**src/shared/fic_map.svh**
```systemverilog
// offsets, field positions, reset values and fixed numbers of the interrupt controller
`ifndef FIC_MAP_SVH
`define FIC_MAP_SVH

`define FIC_NSRC            24
`define FIC_ADDR_W          8
`define FIC_DATA_W          32

// register byte offsets
`define FIC_OFS_CTRL        8'h00
`define FIC_OFS_ENABLE      8'h04
`define FIC_OFS_PRIO_LOW    8'h08
`define FIC_OFS_PRIO_HIGH   8'h0c
`define FIC_OFS_FLAGS       8'h10
`define FIC_OFS_PENDING     8'h14
`define FIC_OFS_ACTIVE      8'h18
`define FIC_OFS_EVT_STATUS  8'h1c
`define FIC_OFS_EVT_ENABLE  8'h20
`define FIC_OFS_EVT_CLEAR   8'h24

// control register fields
`define FIC_CTRL_GLOBAL_BIT 0
`define FIC_CTRL_TXSF_BIT   1
`define FIC_CTRL_TRIG_LSB   4

// flag register fields: ext flags 3:0, timer flags 5:4
`define FIC_FLAGS_EXT_LSB   0
`define FIC_FLAGS_TMR_LSB   4

// active register fields: in-service levels 3:0, presented index 12:8
`define FIC_ACT_INSVC_LSB   0
`define FIC_ACT_IDX_LSB     8

// event bits
`define FIC_EVT_VECTORED    0
`define FIC_EVT_PREEMPT     1
`define FIC_EVT_BAD_RETURN  2
`define FIC_NEVT            3

// source indices (0 is source #1)
`define FIC_SRC_EXT0        5'h00
`define FIC_SRC_TMR0        5'h01
`define FIC_SRC_EXT1        5'h02
`define FIC_SRC_TMR1        5'h03
`define FIC_SRC_EXT2        5'h06
`define FIC_SRC_EXT3        5'h07

// vector addresses
`define FIC_VEC_BASE        16'h0003
`define FIC_VEC_STEP_SHIFT  3

`define FIC_RST_WORD        32'h0000_0000

`endif

```
**src/shared/fic_pkg.sv**
```systemverilog
// types of the interrupt controller
package fic_pkg;

  // event flags owned by the peripherals; each is a level while set
  typedef struct packed {
    logic       serial0_rx_flag;
    logic       serial0_tx_flag;
    logic [1:0] timer2_flags;
    logic [2:0] timer3_flags;
    logic [2:0] timer4_flags;
    logic [1:0] serial1_flags;
    logic [1:0] serial2_flags;
    logic [1:0] serial3_flags;
    logic       spi_flag;
    logic       adc_flag;
    logic [6:0] pca0_flags;
    logic [6:0] pca1_flags;
    logic       keypad_flag;
    logic       twsi_flag;
    logic       twi1_flag;
    logic       comp0_flag;
    logic       comp1_flag;
    logic       comp2_flag;
    logic       watchdog_event_flag;
    logic       brownout0_flag;
    logic       brownout1_flag;
    logic       rtc_overflow_flag;
    logic       missing_clock_flag;
    logic       serial_start_detect_flag;
    logic       serial_stop_detect_flag;
  } fic_periph_flags_t;

  typedef logic [1:0] fic_level_t;

  // what the core sees
  typedef struct packed {
    logic        req;
    fic_level_t  level;
    logic [4:0]  idx;
    logic [15:0] addr;
  } fic_vector_t;

endpackage

```
**src/verilog/fic_arbiter.sv**
```systemverilog
// picks the highest-level pending source, lowest index on a tie
`timescale 1ns/100ps
`default_nettype none

module fic_arbiter #(
  parameter int NSRC = 24
) (
  input  wire logic [NSRC-1:0]         req,        // gated requests
  input  wire logic [NSRC-1:0]         prio_low,   // low-order priority bits
  input  wire logic [NSRC-1:0]         prio_high,  // high-order priority bits
  output logic                         found,      // some request pending
  output logic [$clog2(NSRC)-1:0]      idx,        // winning source
  output fic_pkg::fic_level_t          level       // its level
);

  fic_pkg::fic_level_t lvl [NSRC];

  for (genvar i = 0; i < NSRC; i++) begin : g_lvl
    assign lvl[i] = {prio_high[i], prio_low[i]};
  end

  // scan upward, replace only on a strictly higher level so the lower index keeps a tie
  always_comb begin
    found = 1'b0;
    idx   = '0;
    level = '0;
    for (int i = 0; i < NSRC; i++) begin
      if (req[i] && (!found || lvl[i] > level)) begin
        found = 1'b1;
        idx   = ($clog2(NSRC))'(i);
        level = lvl[i];
      end
    end
  end

endmodule

`default_nettype wire

```
**src/verilog/fic_top.sv**
```systemverilog
// four-level interrupt controller: flags, enables, priorities, vectoring
// Notes on behaviour
// - 24 sources arbitrated over four levels
// - interrupt needs source enable and global enable
// - software flag writes act like hardware, except on level-triggered external flags, which follow the pin
// - level is high bit above low bit
// - ties go to the lowest source number
// - vector is 0003h plus eight per source
// - system source ORs its flags, tx optional
// - each external input level or edge
// - edge external flag cleared on vectoring
// - timer 0/1 flags cleared on vectoring
// - serial flags never cleared on vectoring
// - global enable low blocks every source
//
// The strobed register port and the address map were left to the implementer.
`timescale 1ns/100ps
`default_nettype none
`include "fic_map.svh"

module fic_top #(
  parameter int NSRC = `FIC_NSRC
) (
  input  wire logic                       clk,            // 25 MHz core clock
  input  wire logic                       srst,           // synchronous reset
  input  wire logic                       ce,             // clock enable, freezes all
  input  wire logic [`FIC_ADDR_W-1:0]     addr,           // register byte address
  input  wire logic [`FIC_DATA_W-1:0]     wdata,          // write data
  input  wire logic                       wr,             // write strobe
  input  wire logic                       rd,             // read strobe
  output logic      [`FIC_DATA_W-1:0]     rdata,          // read data, cycle after rd
  input  wire logic                       ext_irq_pin_0,  // external input 0, active low
  input  wire logic                       ext_irq_pin_1,  // external input 1, active low
  input  wire logic                       ext_irq_pin_2,  // external input 2, active low
  input  wire logic                       ext_irq_pin_3,  // external input 3, active low
  input  wire logic                       timer0_rollover, // timer 0 overflow pulse
  input  wire logic                       timer1_rollover, // timer 1 overflow pulse
  input  wire fic_pkg::fic_periph_flags_t periph,         // peripheral flag levels
  output fic_pkg::fic_vector_t            vec,            // request to the core
  input  wire logic                       core_ack,       // core vectors to vec
  input  wire logic                       core_reti,      // core returns from a routine
  output logic                            irq_out         // event interrupt, level
);

  localparam int IW = $clog2(NSRC);

  // ---------------- register state
  logic            global_irq_enable, next_global;
  logic            tx_to_sysflag, next_tx_to_sysflag;
  logic [3:0]      ext_trigger_type, next_trigger;   // 1 = edge
  logic [NSRC-1:0] enable, next_enable;
  logic [NSRC-1:0] prio_low, next_prio_low;
  logic [NSRC-1:0] prio_high, next_prio_high;
  logic [3:0]      ext_request_flag, next_ext_flag;
  logic [1:0]      timer_overflow_flag, next_tmr_flag;
  logic [3:0]      pin_q, next_pin_q;
  logic [3:0]      in_service, next_in_service;
  logic [`FIC_NEVT-1:0] evt_status, next_evt_status;
  logic [`FIC_NEVT-1:0] evt_enable, next_evt_enable;
  logic [`FIC_NEVT-1:0] evt_set;
  logic [`FIC_DATA_W-1:0] next_rdata;
  logic            next_irq_out;
  fic_pkg::fic_vector_t next_vec;

  logic [3:0]      pin_now;
  logic [NSRC-1:0] src;
  logic [NSRC-1:0] gated;
  logic            win_found;
  logic [IW-1:0]   win_idx;
  fic_pkg::fic_level_t win_level;
  logic            have_svc;
  fic_pkg::fic_level_t svc_top;
  logic            eligible;
  logic            sysflag;
  logic [4:0]      ext_src [4];

  assign pin_now    = {ext_irq_pin_3, ext_irq_pin_2, ext_irq_pin_1, ext_irq_pin_0};
  assign ext_src[0] = `FIC_SRC_EXT0;
  assign ext_src[1] = `FIC_SRC_EXT1;
  assign ext_src[2] = `FIC_SRC_EXT2;
  assign ext_src[3] = `FIC_SRC_EXT3;

  // ---------------- request vector
  assign sysflag = periph.watchdog_event_flag | periph.brownout0_flag
                 | periph.brownout1_flag | periph.rtc_overflow_flag
                 | periph.missing_clock_flag | periph.serial_start_detect_flag
                 | periph.serial_stop_detect_flag
                 | (tx_to_sysflag & periph.serial0_tx_flag);

  // peripheral-held flags are only read here, so vectoring never clears them
  always_comb begin
    src     = '0;
    src[0]  = ext_request_flag[0];
    src[1]  = timer_overflow_flag[0];
    src[2]  = ext_request_flag[1];
    src[3]  = timer_overflow_flag[1];
    src[4]  = periph.serial0_rx_flag | periph.serial0_tx_flag;
    src[5]  = |periph.timer2_flags;
    src[6]  = ext_request_flag[2];
    src[7]  = ext_request_flag[3];
    src[8]  = periph.spi_flag;
    src[9]  = periph.adc_flag;
    src[10] = |periph.pca0_flags;
    src[11] = sysflag;
    src[12] = |periph.serial1_flags;
    src[13] = periph.keypad_flag;
    src[14] = periph.twsi_flag;
    src[15] = periph.comp0_flag;
    src[16] = |periph.timer3_flags;
    src[17] = periph.comp1_flag;
    src[18] = |periph.serial2_flags;
    src[19] = |periph.timer4_flags;
    src[20] = |periph.serial3_flags;
    src[21] = |periph.pca1_flags;
    src[22] = periph.twi1_flag;
    src[23] = periph.comp2_flag;
  end

  assign gated = src & enable & {NSRC{global_irq_enable}};

  fic_arbiter #(
    .NSRC      (NSRC)
  ) u_arb (
    .req       (gated),
    .prio_low  (prio_low),
    .prio_high (prio_high),
    .found     (win_found),
    .idx       (win_idx),
    .level     (win_level)
  );

  // ---------------- nesting
  always_comb begin
    have_svc = |in_service;
    svc_top  = '0;
    for (int l = 0; l < 4; l++) begin
      if (in_service[l]) begin
        svc_top = fic_fixed_level(l);
      end
    end
  end

  function automatic fic_pkg::fic_level_t fic_fixed_level(input int l);
    fic_fixed_level = l[1:0];
  endfunction

  assign eligible = win_found && (!have_svc || win_level > svc_top);

  // ---------------- core handshake and in-service levels
  always_comb begin
    next_vec         = vec;
    next_in_service  = in_service;
    next_evt_status  = evt_status;
    evt_set          = '0;
    if (core_reti) begin
      if (!have_svc) begin
        evt_set[`FIC_EVT_BAD_RETURN] = 1'b1;
      end
      next_in_service[svc_top] = 1'b0;
    end
    if (core_ack && vec.req) begin
      next_in_service[vec.level] = 1'b1;
      evt_set[`FIC_EVT_VECTORED] = 1'b1;
      if (have_svc) begin
        evt_set[`FIC_EVT_PREEMPT] = 1'b1;
      end
    end
    // dropping req for the ack cycle keeps one request from being taken twice
    next_vec.req   = eligible && !core_ack;
    next_vec.level = win_level;
    next_vec.idx   = 5'(win_idx);
    next_vec.addr  = `FIC_VEC_BASE + (16'(win_idx) << `FIC_VEC_STEP_SHIFT);
    if (wr && addr == `FIC_OFS_EVT_CLEAR) begin
      next_evt_status = evt_status & ~wdata[`FIC_NEVT-1:0];
    end
    // set wins: an event landing in the clear cycle must not be lost
    next_evt_status = next_evt_status | evt_set;
  end

  // ---------------- flags held here
  always_comb begin
    next_pin_q    = pin_now;
    next_ext_flag = ext_request_flag;
    next_tmr_flag = timer_overflow_flag;
    if (wr && addr == `FIC_OFS_FLAGS) begin
      next_ext_flag = wdata[`FIC_FLAGS_EXT_LSB +: 4];
      next_tmr_flag = wdata[`FIC_FLAGS_TMR_LSB +: 2];
    end
    if (core_ack && vec.req) begin
      if (vec.idx == `FIC_SRC_TMR0) begin
        next_tmr_flag[0] = 1'b0;
      end
      if (vec.idx == `FIC_SRC_TMR1) begin
        next_tmr_flag[1] = 1'b0;
      end
    end
    if (timer0_rollover) begin
      next_tmr_flag[0] = 1'b1;
    end
    if (timer1_rollover) begin
      next_tmr_flag[1] = 1'b1;
    end
    for (int i = 0; i < 4; i++) begin
      if (ext_trigger_type[i]) begin
        if (core_ack && vec.req && vec.idx == ext_src[i]) begin
          next_ext_flag[i] = 1'b0;
        end
        if (pin_q[i] && !pin_now[i]) begin
          next_ext_flag[i] = 1'b1;
        end
      end else begin
        // the pin owns the flag; it stays set until the source lets go
        next_ext_flag[i] = !pin_now[i];
      end
    end
  end

  // ---------------- register writes and reads
  always_comb begin
    next_global        = global_irq_enable;
    next_tx_to_sysflag = tx_to_sysflag;
    next_trigger       = ext_trigger_type;
    next_enable        = enable;
    next_prio_low      = prio_low;
    next_prio_high     = prio_high;
    next_evt_enable    = evt_enable;
    if (wr) begin
      case (addr)
        `FIC_OFS_CTRL: begin
          next_global        = wdata[`FIC_CTRL_GLOBAL_BIT];
          next_tx_to_sysflag = wdata[`FIC_CTRL_TXSF_BIT];
          next_trigger       = wdata[`FIC_CTRL_TRIG_LSB +: 4];
        end
        `FIC_OFS_ENABLE:     next_enable     = wdata[NSRC-1:0];
        `FIC_OFS_PRIO_LOW:   next_prio_low   = wdata[NSRC-1:0];
        `FIC_OFS_PRIO_HIGH:  next_prio_high  = wdata[NSRC-1:0];
        `FIC_OFS_EVT_ENABLE: next_evt_enable = wdata[`FIC_NEVT-1:0];
        default: begin
        end
      endcase
    end
    next_rdata = '0;
    if (rd) begin
      case (addr)
        `FIC_OFS_CTRL: begin
          next_rdata[`FIC_CTRL_GLOBAL_BIT]      = global_irq_enable;
          next_rdata[`FIC_CTRL_TXSF_BIT]        = tx_to_sysflag;
          next_rdata[`FIC_CTRL_TRIG_LSB +: 4]   = ext_trigger_type;
        end
        `FIC_OFS_ENABLE:     next_rdata[NSRC-1:0] = enable;
        `FIC_OFS_PRIO_LOW:   next_rdata[NSRC-1:0] = prio_low;
        `FIC_OFS_PRIO_HIGH:  next_rdata[NSRC-1:0] = prio_high;
        `FIC_OFS_FLAGS: begin
          next_rdata[`FIC_FLAGS_EXT_LSB +: 4] = ext_request_flag;
          next_rdata[`FIC_FLAGS_TMR_LSB +: 2] = timer_overflow_flag;
        end
        `FIC_OFS_PENDING:    next_rdata[NSRC-1:0] = src;
        `FIC_OFS_ACTIVE: begin
          next_rdata[`FIC_ACT_INSVC_LSB +: 4] = in_service;
          next_rdata[`FIC_ACT_IDX_LSB +: 5]   = vec.idx;
        end
        `FIC_OFS_EVT_STATUS: next_rdata[`FIC_NEVT-1:0] = evt_status;
        `FIC_OFS_EVT_ENABLE: next_rdata[`FIC_NEVT-1:0] = evt_enable;
        default:             next_rdata = '0;
      endcase
    end
    next_irq_out = |(next_evt_status & next_evt_enable);
  end

  // ---------------- registers
  always_ff @(posedge clk) begin
    if (srst) begin
      global_irq_enable   <= 1'b0;
      tx_to_sysflag       <= 1'b0;
      ext_trigger_type    <= 4'h0;
      enable              <= '0;
      prio_low            <= '0;
      prio_high           <= '0;
      ext_request_flag    <= 4'h0;
      timer_overflow_flag <= 2'h0;
      pin_q               <= 4'hf;
      in_service          <= 4'h0;
      evt_status          <= '0;
      evt_enable          <= '0;
      rdata               <= `FIC_RST_WORD;
      irq_out             <= 1'b0;
      vec                 <= '0;
    end else if (ce) begin
      global_irq_enable   <= next_global;
      tx_to_sysflag       <= next_tx_to_sysflag;
      ext_trigger_type    <= next_trigger;
      enable              <= next_enable;
      prio_low            <= next_prio_low;
      prio_high           <= next_prio_high;
      ext_request_flag    <= next_ext_flag;
      timer_overflow_flag <= next_tmr_flag;
      pin_q               <= next_pin_q;
      in_service          <= next_in_service;
      evt_status          <= next_evt_status;
      evt_enable          <= next_evt_enable;
      rdata               <= next_rdata;
      irq_out             <= next_irq_out;
      vec                 <= next_vec;
    end
  end

endmodule

`default_nettype wire

```
**config.mk**
```make
export PLATFORM = sky130hd
export DESIGN_NAME = fic_top
export DESIGN_NICKNAME = d
export VERILOG_FILES = /design/src/shared/fic_pkg.sv /design/src/verilog/fic_arbiter.sv /design/src/verilog/fic_top.sv
export VERILOG_INCLUDE_DIRS = /design/src /design/src/shared
export SDC_FILE = /design/constraint.sdc
export NUM_CORES = 1
export LEC_CHECK = 0
export BUFFER_PORTS_ARGS = -buffer_cell sky130_fd_sc_hd__buf_2
export CORE_ASPECT_RATIO = 2
export CORE_MARGIN = 2
export CORE_UTILIZATION = 57
export DETAILED_ROUTE_END_ITERATION = 7
export PLACE_DENSITY_LB_ADDON = 0.05
export SYNTH_ARGS = -nofsm -noshare
export SYNTH_HDL_FRONTEND = slang
export SYNTH_SLANG_ARGS = --single-unit
```
**constraint.sdc**
```tcl
create_clock -name clk -period 37.9 [get_ports clk]
set_input_delay 3.79 -clock clk [delete_from_list [all_inputs] [get_ports clk]]
set_output_delay 3.79 -clock clk [all_outputs]
set_load 0.005 [all_outputs]
```
=== Word-level counts from Yosys, hierarchy flattened ===
Cells that the tools add are included.

* Word-level logic and storage cells: 311
* Output and inout bits: 57
* Input port bits: 98
* Flip-flop bits (word level): 155

* Bitwise gates (word level): 18
* Add/sub/neg operators: 1
* Equality and inequality tests: 18
* Reductions and logical operators: 111
* Magnitude comparators: 28
* Multiplexer cells: 114

{| class="wikitable"
|+ Operator list
! cell !! count
|-
| 2-bit 2-to-1 mux || 31
|-
| 24-bit AND || 2
|-
| 2-bit greater-than comparator || 24
|-
| 1-bit 2-to-1 mux || 47
|-
| 4-bit 2-to-1 mux || 11
|-
| 11-bit case mux with 4 select lines || 1
|-
| 5-bit 2-to-1 mux || 8
|-
| 1-bit logical AND || 38
|-
| 8-bit by 5-bit == test with 1-bit output (second input constant) || 4
|-
| 1-bit zero test || 29
|-
| 5-bit case mux with 5 select lines || 1
|-
| 1-bit logical OR || 24
|-
| 24-bit 2-to-1 mux || 1
|-
| 3-bit 2-to-1 mux || 7
|-
| 2-bit case mux with 9 select lines || 1
|-
| 8-bit by 4-bit == test with 1-bit output (second input constant) || 2
|-
| 8-bit by 6-bit == test with 1-bit output (second input constant) || 2
|-
| 4-bit by 1-bit != test with 1-bit output (second input constant) || 4
|-
| 7-bit OR reduction || 2
|-
| 2-bit case mux with 6 select lines || 1
|-
| 3-bit AND reduction || 4
|-
| 5-bit by 2-bit == test with 1-bit output (second input constant) || 2
|-
| 5-bit by 3-bit == test with 1-bit output (second input constant) || 2
|-
| 2-bit case mux with 5 select lines || 1
|-
| other kinds (22) || 41
|}

=== Logic depth before layout (Yosys ltp) ===
* Depth in word-level cells: 106
* Gate-level depth with buffers: 160
* Mapped depth without buffers: 156

=== Hierarchy ===
From an unflattened synthesis, not the netlist that was laid out.

* Cell total of the unflattened synthesis: 1174
* Area, all modules: 8699.6 sq um

{| class="wikitable"
|+ Modules (own cells, without submodules)
! module !! cells each !! sequential area each (sq um) !! times used !! area an instance (sq um)
|-
| fic_top || 802 || 2642.5 || 1 || 6336.1
|-
| fic_arbiter || 372 || 0.0 || 1 || 2363.5
|}

=== Worst setup path after synthesis ===
OpenSTA, ideal clock, no wires.

* Path kind: register -> register
* Start point: reg global_irq_enable
* End point: reg vec[23] (netlist bit)
* Path buffers: 4
* Cell stages (with the launch flop): 155
* Arrival: 29.254 ns
* Period minus slack after synthesis: 29.319 ns
* Setup slack: 8.581 ns
* Data required time: 37.835 ns
* Library setup time: 0.065 ns
* Path through: dfxtp_1 buf_2 clkbuf_1 buf_2 and4_1 ha_1 nor2b_1 or3_1 a21oi_1 a21oi_1 ha_1 nor2b_1 o21ai_0 a21oi_1 a211o_1 o21ai_0 ha_1 nor2b_1 [... 119 more ...] nand2_1 a21oi_1 o2111ai_1 a221oi_4 mux2_1 o31a_1 ha_1 nand2_1 o21ai_0 a21oi_4 o21ai_1 ha_1 a21oi_1 a21oi_1 nor2_1 nor4_1 a21oi_1 nor2_1

{| class="wikitable"
|+ RTL lines
! item !! RTL line !! source
|-
| start, declared || fic_top.sv:48 || <nowiki>logic global_irq_enable, next_global;</nowiki>
|-
| start signal, assigned || fic_top.sv:289 || <nowiki>global_irq_enable <= next_global;</nowiki>
|-
| end signal, assigned || fic_top.sv:303 || <nowiki>vec <= next_vec;</nowiki>
|-
| end, declared || fic_top.sv:39 || <nowiki>output fic_pkg::fic_vector_t vec,</nowiki>
|}

==> impl_metrics.py <==
metrics = {
    "grt": {
        "grt_max_degree": 78,
        "first_global_vias": 8713,
        "grt_pass1_wl_microns": 44420,
        "antenna_found_initial": 0,
        "grt_remaining_overflow": 0,
        "track_usage_pct": 35.65,
    },
    "clock_tree": {
        "clk_latency_ns": 0.42,
        "hold_buffers": 0,
        "clk_pin_slew_ns": 0.06,
        "numCtsBuffers": 17,
        "cts.sinks": 132,
        "cts_setup_buffers": 0,
        "htree_levels": 4,
        "cts_resized": 0,
        "clockBufferDepth": 2,
        "clockRootBuffer": "clkbuf_16",
        "cts_tree": "done",
    },
    "critical_path": {
        "r2r_cells": 150,
        "reg2reg_from": "global_irq_enable$_SDFFE_PP0P_",
        "crit_path_end": "vec[23]$_SDFFE_PP0P_",
        "critPathArrivalTime_ns": 34.15,
        "crit_fanout": 47,
        "end_kind": "register",
        "reg2reg_to": "vec[23]$_SDFFE_PP0P_",
        "reg2reg_slack_ns": 4.10,
        "cp_slowest_cell": "o21ai_0",
        "crit_path_start": "global_irq_enable$_SDFFE_PP0P_",
        "crit_path_start_kind": "register",
        "slowest_delay_ns": 0.57,
        "crit_type": "register to register",
        "required_ns": 38.25,
        "cpMostUsedCell": "nor2_1",
    },
    "routing": {
        "initialDrtViolationCount": 689,
        "drtAntennaViolNets": 0,
        "vias": 9177,
        "post_drt_wl_per_cell_microns": 19.87,
        "via_per_inst": 6.382,
        "drtPass1Iterations": 8,
        "wl_microns": 28570,
        "drc": 0,
    },
    "synth": {
        "synth_top_cells_by_area": "dfxtp_1 (32%), nand2_1 (9.4%), a21oi_1 (8.7%)",
        "yosys.area.top_type_share_pct": 31.53,
        "ys_seq_area_share_pct": 31.53,
        "netlist_area_sq_mm": 0.008382,
        "synth_edf_count": 0,
        "yosys.area.top_type": "dfxtp_1",
        "syn_avg_cell_area_sq_um": 7.391,
        "synthCells": 1134,
        "synth_seq_cells": 132,
        "synth_ff_type": "dfxtp_1",
        "yosysUniqueCellTypes": 82,
        "async_reset_ff_share_pct": 0,
        "ys_warn_count": 0,
    },
    "die": {
        "rows": 62,
        "die-width_microns": 89.75,
        "start_util_pct": 58.40,
        "core_sq_mm": 0.01435,
        "fp.dieArea_sq_mm": 0.01575,
        "ioPinCount": 155,
        "die_h_microns": 175.5,
    },
    "final_layout": {
        "fin_nets": 1361,
        "mostFrequentLayoutCells": "nand2_1 (211), a21oi_1 (146), dfxtp_1 (132), buf_2 (128), nor2_1 (102)",
        "final_common_cell": "nand2_1",
        "layout-drive-gt1-share_pct": 16.95,
        "design_area_sq_mm": 0.009634,
        "syn_to_final_growth_pct": 14.94,
        "fillCellCount": 1327,
        "finalNonFillerCells": 1438,
    },
    "worst_hold_path": {
        "worstHoldPathCells": 2,
        "hold_class": "register to register",
    },
    "run_status": {
        "status": "finished clean",
    },
    "power": {
        "cellPowerDensity_mw_per_mm2": 32.92,
        "cellLeakagePower_uw": 0.003795,
        "ir_drop_mv": 0.02940,
    },
    "timing": {
        "finalCritPeriodShare_pct": 89.18,
        "fmax_ghz": 0.02959,
        "setup_viol": 0,
        "rsz0062_at_grt": "no",
        "worstMarginPinSlew_ns": 1.087,
        "slew_violations": 0,
        "hold_viol_final": 0,
        "skew_ns": 0.009586,
        "finalSetupTns_ns": 0,
        "maxSlewHeadroom_pct": 27.39,
        "layout_min_cycle_time_ns": 33.80,
    },
    "flow_run": {
        "cap_viol_max_count": 0,
    },
    "place": {
        "numPlacedInstances": 1405,
        "io_buffer_count": 129,
        "post-dp-hpwl_microns": 19910,
        "placed_cell_area_sq_mm": 0.009069,
        "place_congestion": 0.9520,
    },
}
-- logic make-up after synthesis --
logic type                 count (synthesis)  synth area share [%]
buffers and inverters                    117                 6.419
DFF                                      132                 31.53
other                                      1               0.04474
and+or+nand+nor                          468                 25.53
adders and majority gates                 32                 4.747
xor gates and xnor gates                   1                0.1045
muxes                                     29                 3.612
AOI/OAI and AO/OA                        354                 28.02
-- worst min-delay path by stage --
stage | startpoint | endpoint | slack, ns
2_1_floorplan | prio_low[0]$_SDFFE_PP0P_ | prio_low[0]$_SDFFE_PP0P_ | 0.44
3_3_place_gp | rdata[3]$_SDFFE_PP0P_ | rdata[3]$_SDFFE_PP0P_ | 0.45
3_5_place_dp | rdata[3]$_SDFFE_PP0P_ | rdata[3]$_SDFFE_PP0P_ | 0.45
4_1_cts | rdata[3]$_SDFFE_PP0P_ | rdata[3]$_SDFFE_PP0P_ | 0.46
5_1_grt | rdata[5]$_SDFFE_PP0P_ | rdata[5]$_SDFFE_PP0P_ | 0.47
6_report | rdata[5]$_SDFFE_PP0P_ | rdata[5]$_SDFFE_PP0P_ | 0.46
-- report_power, final --
part | leakage [uW] | switching, uW | internal [uW]
logic | 0.00246 | 11.5 | 6.23
clock network | 0.000267 | 64.4 | 93.1
registers | 0.00107 | 1.88 | 140
-- routing by layer --
layer	GRT usage, %	share of wire, %
met5	0	0
met3	4.891	6.7
met4	25.51	7.1
met1	36.29	34
met2	66.04	52
-- state kept, by name (all words and copies together), names as in the netlist --
signal,cells
prio_low,24
pin_q,4
ext_trigger_type,4
timer_overflow_flag,2
prio_high,24
global_irq_enable,1
rdata,24
evt_enable,3
tx_to_sysflag,1
ext_request_flag,4
in_service,4
irq_out,1
enable,24
evt_status,3
vec,9
-- critical path: cells and delay by family, from the launching register on --
| kind | cells | cell delay (ns) |
|---|---|---|
| AND/OR/NAND/NOR | 54 | 8.92 |
| flip-flops | 1 | 0.31 |
| multiplexers | 11 | 3.99 |
| AO/OA/AOI/OAI | 59 | 13.12 |
| adder cells (fa/ha/maj) | 25 | 6.91 |
| buffers and inverters | 1 | 0.42 |
-- cell type report --
class / instances / area [sq um] / area share, %
well taps: 192 / 240.2 / 2.494
repair buffers: 144 / 760.7 / 7.896
inverters: 36 / 135.1 / 1.403
multi-input cells: 901 / 5290 / 54.91
diodes: 1 / 2.502 / 0.02597
clock buffers: 19 / 452.9 / 4.701
clock inverters: 13 / 110.1 / 1.143
flip-flops and latches: 132 / 2643 / 27.43
-- cell usage after synthesis (11+ instances only) --
| cell type | number |
|---|---|
| nand2_1 | 211 |
| a21oi_1 | 146 |
| dfxtp_1 | 132 |
| nor2_1 | 106 |
| clkbuf_1 | 52 |
| a22oi_1 | 49 |
| nand3_1 | 36 |
| o21ai_0 | 36 |
| inv_1 | 35 |
| ha_1 | 31 |
| buf_4 | 23 |
| nor3_1 | 23 |
| mux2i_1 | 19 |
| nor2b_1 | 17 |
| and3_1 | 15 |
| a31oi_1 | 13 |
| nor4_1 | 12 |
| a222oi_1 | 11 |
-- stage by stage --
step	utilization, %	hold slack, ns	total power [uW]	setup WS (ns)
after CTS	67.11	0.4579	318.0	4.374
final	67.13	0.4561	317.1	4.101
after floorplan	-	0.4449	153.9	8.581
after global routing	67.11	0.4718	325.4	1.127
after global placement	63.19	0.4462	161.9	4.882
after detailed placement	63.19	0.4503	162.2	4.548
(Power assumes the default switching activity.)
